==> src/core/pia_irq_map.vh <==
`ifndef PIA_IRQ_MAP_VH
`define PIA_IRQ_MAP_VH
// =====================================================================
// register addresses
// =====================================================================
`define PIA_ADDR_FALL_WR    6'h10
`define PIA_ADDR_FALL_SET   6'h11
`define PIA_ADDR_FALL_CLR   6'h12
`define PIA_ADDR_LIVE       6'h13
`define PIA_ADDR_LATCH      6'h14
`define PIA_ADDR_DEBUG      6'h15
`define PIA_ADDR_SCR_WR     6'h16
`define PIA_ADDR_SCR_SET    6'h17
`define PIA_ADDR_SCR_CLR    6'h18
`define PIA_ADDR_ACC_WR     6'h19
`define PIA_ADDR_ACC_SET    6'h1A
`define PIA_ADDR_ACC_CLR    6'h1B
// =====================================================================
// interrupt source bit positions
// =====================================================================
`define PIA_SRC_HOST_DISC   0
`define PIA_SRC_VBUS_OK     1
`define PIA_SRC_SESS_OK     2
`define PIA_SRC_SESS_OVER   3
`define PIA_SRC_ID_GND      4
`define PIA_SRC_COUNT       5
// =====================================================================
// accessory control bit positions
// =====================================================================
`define PIA_ACC_KIT_POWER   0
`define PIA_ACC_ID_PULLDOWN 1
`define PIA_ACC_UART_TX     2
`define PIA_ACC_UART_RX     3
`define PIA_ACC_LEFT_AUDIO  4
`define PIA_ACC_RIGHT_AUDIO 5
`define PIA_ACC_MIC_AUDIO   6
`define PIA_ACC_DATA2_FLOAT 7
// =====================================================================
// reset values
// =====================================================================
`define PIA_RST_FALL_UPPER  2'h3
`define PIA_RST_SCRATCH     8'h00
`define PIA_RST_ACCESSORY   8'h00
`define PIA_RST_LATCH       5'h00
`define PIA_RST_RDATA       8'h00
`endif

==> src/core/pia_regs.v <==
`timescale 1ns/1ps
`include "pia_irq_map.vh"

module pia_regs
#(
    parameter SYNC_STAGES = 2
)
(
    input  wire       clk_i,
    input  wire       reset_n_i,
    // register access from the link-side interface logic
    input  wire [5:0] reg_addr_i,
    input  wire       reg_wr_i,
    input  wire [7:0] reg_wdata_i,
    input  wire       reg_rd_i,
    output reg  [7:0] reg_rdata_o,
    output reg        reg_rvalid_o,
    // neighbouring enable registers kept elsewhere
    input  wire [4:0] rise_enable_i,
    input  wire [2:0] fall_enable_low_i,
    output wire [4:0] fall_enable_o,
    // interface control bits kept elsewhere
    input  wire       accessory_mode_bit_i,
    input  wire       serial_mode_i,
    input  wire       clock_keep_alive_i,
    output wire       interface_clock_output_en_o,
    // comparator and line levels from the analog side
    input  wire       host_disconnect_i,
    input  wire       vbus_valid_i,
    input  wire       session_ok_level_i,
    input  wire       session_over_level_i,
    input  wire       id_grounded_level_i,
    input  wire [1:0] line_state_i,
    input  wire       dp_level_i,
    // interface data pins in accessory mode
    input  wire       data0_i,
    output reg        data1_o,
    output reg        data1_oe_o,
    output reg        data2_o,
    output reg        data2_oe_o,
    // switch and driver controls toward the analog side
    output reg        dm_uart_o,
    output reg        dm_uart_oe_o,
    output reg        id_pulldown_drive_o,
    output reg        left_audio_switch_o,
    output reg        right_audio_switch_o,
    output reg        se_rx_disable_o,
    output wire [4:0] irq_event_o
);

    // =================================================================
    // input synchronisers
    // =================================================================
    localparam NSYNC = 9;

    wire [NSYNC-1:0] async_in;
    wire [NSYNC-1:0] sync_out;

    assign async_in = {data0_i, dp_level_i, line_state_i,
                       id_grounded_level_i, session_over_level_i,
                       session_ok_level_i, vbus_valid_i,
                       host_disconnect_i};

    // two flops per bit; first stage only feeds the second
    genvar gi;
    generate
        for (gi = 0; gi < NSYNC; gi = gi + 1)
        begin : g_sync
            reg meta_r;
            reg stable_r;
            always @(posedge clk_i)
            begin
                if (!reset_n_i)
                begin
                    meta_r   <= 1'b0;
                    stable_r <= 1'b0;
                end
                else
                begin
                    meta_r   <= async_in[gi];
                    stable_r <= meta_r;
                end
            end
            assign sync_out[gi] = stable_r;
        end
    endgenerate

    wire [4:0] src_level;
    wire [1:0] line_level;
    wire       dp_sync;
    wire       data0_sync;

    assign src_level  = sync_out[4:0];
    assign line_level = sync_out[6:5];
    assign dp_sync    = sync_out[7];
    assign data0_sync = sync_out[8];

    // =================================================================
    // address decode
    // =================================================================
    wire wr_fall;
    wire set_fall;
    wire clr_fall;
    wire wr_scr;
    wire set_scr;
    wire clr_scr;
    wire wr_acc;
    wire set_acc;
    wire clr_acc;
    wire rd_latch;

    assign wr_fall  = reg_wr_i && (reg_addr_i == `PIA_ADDR_FALL_WR);
    assign set_fall = reg_wr_i && (reg_addr_i == `PIA_ADDR_FALL_SET);
    assign clr_fall = reg_wr_i && (reg_addr_i == `PIA_ADDR_FALL_CLR);
    assign wr_scr   = reg_wr_i && (reg_addr_i == `PIA_ADDR_SCR_WR);
    assign set_scr  = reg_wr_i && (reg_addr_i == `PIA_ADDR_SCR_SET);
    assign clr_scr  = reg_wr_i && (reg_addr_i == `PIA_ADDR_SCR_CLR);
    assign wr_acc   = reg_wr_i && (reg_addr_i == `PIA_ADDR_ACC_WR);
    assign set_acc  = reg_wr_i && (reg_addr_i == `PIA_ADDR_ACC_SET);
    assign clr_acc  = reg_wr_i && (reg_addr_i == `PIA_ADDR_ACC_CLR);
    // latch has no write path; only a read clears it
    assign rd_latch = reg_rd_i && (reg_addr_i == `PIA_ADDR_LATCH);

    // =================================================================
    // upper falling enables (session over, id grounded)
    // =================================================================
    reg  [1:0] fall_upper_r;
    reg  [1:0] fall_upper_nxt;
    wire [1:0] wbits_fall;

    assign wbits_fall = reg_wdata_i[`PIA_SRC_ID_GND:`PIA_SRC_SESS_OVER];

    // write, set and clear forms of the same two bits
    always @*
    begin
        fall_upper_nxt = fall_upper_r;
        if (wr_fall)
            fall_upper_nxt = wbits_fall;
        else if (set_fall)
            fall_upper_nxt = fall_upper_r | wbits_fall;
        else if (clr_fall)
            fall_upper_nxt = fall_upper_r & ~wbits_fall;
    end

    always @(posedge clk_i)
    begin
        if (!reset_n_i)
            fall_upper_r <= `PIA_RST_FALL_UPPER;
        else
            fall_upper_r <= fall_upper_nxt;
    end

    assign fall_enable_o = {fall_upper_r, fall_enable_low_i};

    // =================================================================
    // edge detection and event latch
    // =================================================================
    reg  [4:0] src_prev_r;
    reg  [4:0] latch_r;
    reg  [4:0] latch_nxt;
    wire [4:0] edge_hit;

    // enabled rise or fall per source
    generate
        for (gi = 0; gi < `PIA_SRC_COUNT; gi = gi + 1)
        begin : g_edge
            assign edge_hit[gi] =
                (rise_enable_i[gi] && src_level[gi] && !src_prev_r[gi]) ||
                (fall_enable_o[gi] && !src_level[gi] && src_prev_r[gi]);
        end
    endgenerate
    // falling arm of the two upper enables above

    always @(posedge clk_i)
    begin
        if (!reset_n_i)
            src_prev_r <= 5'h00;
        else
            src_prev_r <= src_level;
    end

    // read clears, but a new edge in that cycle still sets
    always @*
    begin
        latch_nxt = latch_r;
        if (rd_latch)
            latch_nxt = 5'h00;
        latch_nxt = latch_nxt | edge_hit;
    end

    always @(posedge clk_i)
    begin
        if (!reset_n_i)
            latch_r <= `PIA_RST_LATCH;
        else
            latch_r <= latch_nxt;
    end

    assign irq_event_o = edge_hit;

    // =================================================================
    // live status view
    // =================================================================
    wire [4:0] live_view;
    wire       vbus_masked;
    wire       over_masked;

    assign vbus_masked = rise_enable_i[`PIA_SRC_VBUS_OK] &&
                         fall_enable_o[`PIA_SRC_VBUS_OK];
    assign over_masked = rise_enable_i[`PIA_SRC_SESS_OVER] &&
                         fall_enable_o[`PIA_SRC_SESS_OVER];

    // host detach and id grounded pass straight through
    assign live_view[`PIA_SRC_HOST_DISC] =
        src_level[`PIA_SRC_HOST_DISC];
    assign live_view[`PIA_SRC_VBUS_OK] =
        src_level[`PIA_SRC_VBUS_OK] && !vbus_masked;
    assign live_view[`PIA_SRC_SESS_OK] =
        src_level[`PIA_SRC_SESS_OK];
    assign live_view[`PIA_SRC_SESS_OVER] =
        src_level[`PIA_SRC_SESS_OVER] && !over_masked;
    assign live_view[`PIA_SRC_ID_GND] =
        src_level[`PIA_SRC_ID_GND];

    // =================================================================
    // scratch byte
    // =================================================================
    reg [7:0] scratch_r;
    reg [7:0] scratch_nxt;

    // storage only, steers nothing
    always @*
    begin
        scratch_nxt = scratch_r;
        if (wr_scr)
            scratch_nxt = reg_wdata_i;
        else if (set_scr)
            scratch_nxt = scratch_r | reg_wdata_i;
        else if (clr_scr)
            scratch_nxt = scratch_r & ~reg_wdata_i;
    end

    always @(posedge clk_i)
    begin
        if (!reset_n_i)
            scratch_r <= `PIA_RST_SCRATCH;
        else
            scratch_r <= scratch_nxt;
    end

    // =================================================================
    // accessory switch control
    // =================================================================
    reg [7:0] acc_r;
    reg [7:0] acc_nxt;

    // bit 0 is never stored so it always reads zero
    always @*
    begin
        acc_nxt = acc_r;
        if (wr_acc)
            acc_nxt = reg_wdata_i;
        else if (set_acc)
            acc_nxt = acc_r | reg_wdata_i;
        else if (clr_acc)
            acc_nxt = acc_r & ~reg_wdata_i;
        acc_nxt[`PIA_ACC_KIT_POWER] = 1'b0;
    end

    always @(posedge clk_i)
    begin
        if (!reset_n_i)
            acc_r <= `PIA_RST_ACCESSORY;
        else
            acc_r <= acc_nxt;
    end

    // =================================================================
    // read data path
    // =================================================================
    reg [7:0] rd_mux;

    // live values sampled in the read cycle
    always @*
    begin
        rd_mux = 8'h00;
        case (reg_addr_i)
            `PIA_ADDR_FALL_WR,
            `PIA_ADDR_FALL_SET,
            `PIA_ADDR_FALL_CLR:
                rd_mux = {3'h0, fall_enable_o};
            `PIA_ADDR_LIVE:
                rd_mux = {3'h0, live_view};
            `PIA_ADDR_LATCH:
                rd_mux = {3'h0, latch_r};
            `PIA_ADDR_DEBUG:
                rd_mux = {6'h00, line_level};
            `PIA_ADDR_SCR_WR,
            `PIA_ADDR_SCR_SET,
            `PIA_ADDR_SCR_CLR:
                rd_mux = scratch_r;
            `PIA_ADDR_ACC_WR,
            `PIA_ADDR_ACC_SET,
            `PIA_ADDR_ACC_CLR:
                rd_mux = acc_r;
            default:
                rd_mux = 8'h00;
        endcase
    end

    always @(posedge clk_i)
    begin
        if (!reset_n_i)
        begin
            reg_rdata_o  <= `PIA_RST_RDATA;
            reg_rvalid_o <= 1'b0;
        end
        else
        begin
            reg_rvalid_o <= reg_rd_i;
            if (reg_rd_i)
                reg_rdata_o <= rd_mux;
        end
    end

    // =================================================================
    // accessory pin routing
    // =================================================================
    wire acc_on;
    wire rx_route;
    wire tx_route;
    wire any_audio;

    // link sets routes before entering accessory mode
    assign acc_on    = accessory_mode_bit_i;
    assign rx_route  = acc_r[`PIA_ACC_UART_RX];
    assign tx_route  = acc_r[`PIA_ACC_UART_TX];
    assign any_audio = acc_r[`PIA_ACC_LEFT_AUDIO] |
                       acc_r[`PIA_ACC_RIGHT_AUDIO] |
                       acc_r[`PIA_ACC_MIC_AUDIO];

    // data lines 1 and 2 plus dm driver, all registered
    always @(posedge clk_i)
    begin
        if (!reset_n_i)
        begin
            data1_o      <= 1'b1;
            data1_oe_o   <= 1'b0;
            data2_o      <= 1'b0;
            data2_oe_o   <= 1'b0;
            dm_uart_o    <= 1'b0;
            dm_uart_oe_o <= 1'b0;
        end
        else
        begin
            data1_oe_o   <= acc_on;
            data1_o      <= rx_route ? dp_sync : 1'b1;
            data2_o      <= 1'b0;
            data2_oe_o   <= acc_on &&
                            !acc_r[`PIA_ACC_DATA2_FLOAT];
            dm_uart_o    <= data0_sync;
            dm_uart_oe_o <= acc_on && tx_route;
        end
    end

    // analog switch controls; closed switches also carry uart levels
    always @(posedge clk_i)
    begin
        if (!reset_n_i)
        begin
            id_pulldown_drive_o  <= 1'b0;
            left_audio_switch_o  <= 1'b0;
            right_audio_switch_o <= 1'b0;
            se_rx_disable_o      <= 1'b0;
        end
        else
        begin
            id_pulldown_drive_o  <= acc_r[`PIA_ACC_ID_PULLDOWN];
            left_audio_switch_o  <= acc_r[`PIA_ACC_LEFT_AUDIO];
            right_audio_switch_o <= acc_r[`PIA_ACC_RIGHT_AUDIO] |
                                    acc_r[`PIA_ACC_MIC_AUDIO];
            // switches stay closed in uart use too
            se_rx_disable_o      <= any_audio;
        end
    end
    // no interlock between routes and audio switches

    // =================================================================
    // interface clock keep-alive
    // =================================================================
    // clock stops in serial or accessory mode unless kept alive
    assign interface_clock_output_en_o =
        !(serial_mode_i || acc_on) || clock_keep_alive_i;

endmodule

==> config.mk <==
export PLATFORM = sky130hd
export DESIGN_NAME = pia_regs
export DESIGN_NICKNAME = d
export VERILOG_FILES = /design/src/core/pia_regs.v
export VERILOG_INCLUDE_DIRS = /design/src /design/src/core
export SDC_FILE = /design/constraint.sdc
export NUM_CORES = 1
export LEC_CHECK = 0
export BUFFER_PORTS_ARGS = -buffer_cell sky130_fd_sc_hd__buf_4
export CORE_ASPECT_RATIO = 1.2
export CORE_UTILIZATION = 46
export CTS_BUF_LIST = sky130_fd_sc_hd__clkbuf_16
export DETAILED_ROUTE_END_ITERATION = 7
export GPL_TIMING_DRIVEN = 0
export PLACE_DENSITY = 0.74
export SETUP_SLACK_MARGIN = 0.1
export SLEW_MARGIN = 20
export SYNTH_ARGS = -nofsm -noshare
export SYNTH_HDL_FRONTEND = slang
export SYNTH_SLANG_ARGS = --single-unit
==> constraint.sdc <==
create_clock -name clk_i -period 1.68 [get_ports clk_i]
set_input_delay 0.168 -clock clk_i [delete_from_list [all_inputs] [get_ports clk_i]]
set_output_delay 0.168 -clock clk_i [all_outputs]
set_load 0.02 [all_outputs]
==> metrics.csv <==
metric;value;unit
outcome;finished clean;
finalSetupTns;0;ns
grt_pass1_vias;1956;
synth_area;0.00250;mm2
dieArea;0.00573;mm2
hpwl;4.38;mm
intPower;0.00280;W
synth_flop_cell;dfxtp_1;
max-slew-margin-rel;50.5;%
cts_max_level;3;
cts_buffers;9;
post-route-drc-count;0;
synth_edf_count;0;
min_period;1.45;ns
insertion_delay;0.32;ns
endpoint_kind;flop;
place_ws;-0.136;ns
regArea;0.00126;mm2
grt_pass1_wl;9.25;mm
core;0.00526;mm2
vias;2190;
clkPwrFrac;48.8;%
syn-instance-count;258;
skew;0.00352;ns
setup_slack;0.230;ns
drt_iter0_markers;170;
path_clk_slew;0.05;ns
row_count;29;
maxCapViolCount;0;
clock.fmax;690;MHz
r2r-end;reg_rdata_o[3];
crit_chain;buf_4, or4b_4, a211oi_4, o21ai_1, a32o_1;
syn_nets;296;
power_density;1070;mW/mm2
multiInputGateArea;0.00115;mm2
drv_slew;0;
port_buffers;65;
synthToLayoutAreaGrowth;34.7;%
via_per_inst;5.46;
reg2reg_slack;0.54;ns
crit_fanout;8;
power_frac_seq;43.2;%
first_pass_iters;5;
rsz0062_at_grt;no;
fill_cells;443;
syn_avg_cell_area;9.67;um2
hold_ws;0.0478;ns
initial_core_util;47.4;%
p_sw;0.000792;W
critPathLaunch;reg_addr_i[1];
cts-root-buf;clkbuf_16;
routed_wl;6.04;mm
share_comb_of_total_power;8.0;%
place_congestion;0.825;
setup_viol;0;
overflow;0;
ctsResizeCount;0;
tightest_slew;0.738;ns
whs_path_depth;2;
p_leak;1.35;nW
finalHoldViolCount;0;
fin_crit_sh;86.3;%
worstPathRequired;1.90;ns
irDropWorstVdd;883;uV
critPathSlowestCell;or4b_4;
antenna_found_initial;0;
holdBufCountCts;0;
async_reset_ff_share;0;%
antenna_cells;0;
ys_seq_elements;63;
min_path_type;in2reg;
mostFrequentLayoutCell;buf_4;
cts_setup_buffers;0;
grt_use_total;21.4;%
fin_nets;372;
wl_per_cell;15.1;um
worstPathArrival;1.67;ns
io_pins;68;
placed_cells;385;
seq_area_frac_synth;50.5;%
ant_nets;0;
clock_sinks;63;
worst-setup-path-type;in2reg;
yosys_warnings;0;
grt_max_degree;12;
switching_share;22.0;%
startpoint_type;input pin;
reg2reg_depth;4;
clock_path_buffers;2;
critPathMaxStageDelay;0.56;ns
die_w;69.2;um
cts_tree;yes;
layout-drive-gt1-share;29.2;%
synth.distinct_cells;45;
finalNonFillerCells;401;
final_cell_mix;buf_4, dfxtp_1, and2_1;
die_h;82.7;um
stage by stage:
stage	cell area, um2	util (%)	power, W
after floorplan	2500	-	0.00172
after global placement	3060	58.2	0.00186
after detailed placement	3060	58.2	0.00187
after CTS	3350	63.7	0.00362
after global routing	3360	63.9	0.00371
final	3360	63.9	0.00360
layout make-up:
| class | instances | share of cell area [%] |
|---|---|---|
| Buffer | 14 | 2.23 |
| Multi-Input combinational cell | 176 | 34.3 |
| Clock inverter | 7 | 1.90 |
| Timing Repair Buffer | 65 | 14.5 |
| Tap cell | 62 | 2.31 |
| Sequential cell | 63 | 37.5 |
| Inverter | 5 | 0.558 |
| Clock buffer | 9 | 6.70 |
power by group through the flow:
stage	clock network [W]	logic [W]	registers [W]
floorplan	0	0.000134	0.00158
global route	0.00185	0.000312	0.00155
finish	0.00176	0.000288	0.00155
global placement	0	0.000278	0.00158
detailed placement	0	0.000284	0.00158
CTS	0.00178	0.000285	0.00155
worst min-delay path by stage:
stage / start / to / slack (ns)
after floorplan: reg_wdata_i[0] / flop / 0.29
after global placement: vbus_valid_i / g_sync[1].meta_r / 0.38
after detailed placement: line_state_i[1] / g_sync[6].meta_r / 0.38
after CTS: line_state_i[1] / g_sync[6].meta_r / 0.04
after global routing: data0_i / g_sync[8].meta_r / 0.05
final: line_state_i[1] / g_sync[6].meta_r / 0.05
metal layers:
layer | track usage, % | wire, um | vias to the layer above
met5 | 0 | 0 | -
met4 | 10.8 | 76 | 0
met3 | 6.92 | 371 | 6
met2 | 35.6 | 2970 | 87
met1 | 25.1 | 2620 | 1021
li1 | - | - | 1076
worst max-delay path, delay by kind of cell:
kind / cells / cell delay [ns]
AO/OA/AOI/OAI: 3 / 0.80
AND/OR/NAND/NOR: 1 / 0.56
buffers and inverters: 1 / 0.13
kinds of logic (layout without fill, tap and decap cells):
family          count (synthesis)  count (layout)  synth area share (%)
buf+inv                        19             100                  3.76
mux                             7               7                  3.06
flops                          63              63                  50.5
simple gates                   93              93                  21.8
other cells                     1               1                 0.150
compound gates                 75              75                  20.8
synth_stat cells (2+ instances only):
cell	number	area, um2
nor3_2	2	20.0
a21oi_1	10	50.1
or2_2	2	12.5
nor2_1	9	33.8
a211oi_1	3	22.5
o22ai_1	6	37.5
nand3b_1	5	37.5
mux2i_1	2	20.0
and2_1	28	175
o21a_1	5	37.5
nor2b_1	8	50.1
o311ai_1	2	17.5
buf_4	4	30.0
a21boi_0	2	15.0
a22oi_1	7	52.6
mux2_2	4	45.0
a32o_1	10	100
inv_1	3	11.3
a221oi_1	2	17.5
nand3_1	3	15.0
nor3_1	3	15.0
nand2_1	24	90.1
o21ai_0	7	35.0
a31oi_1	2	12.5
o21ai_1	15	75.1
clkbuf_1	9	33.8
dfxtp_1	63	1260
No activity file was read; power rests on OpenSTA's default activity.
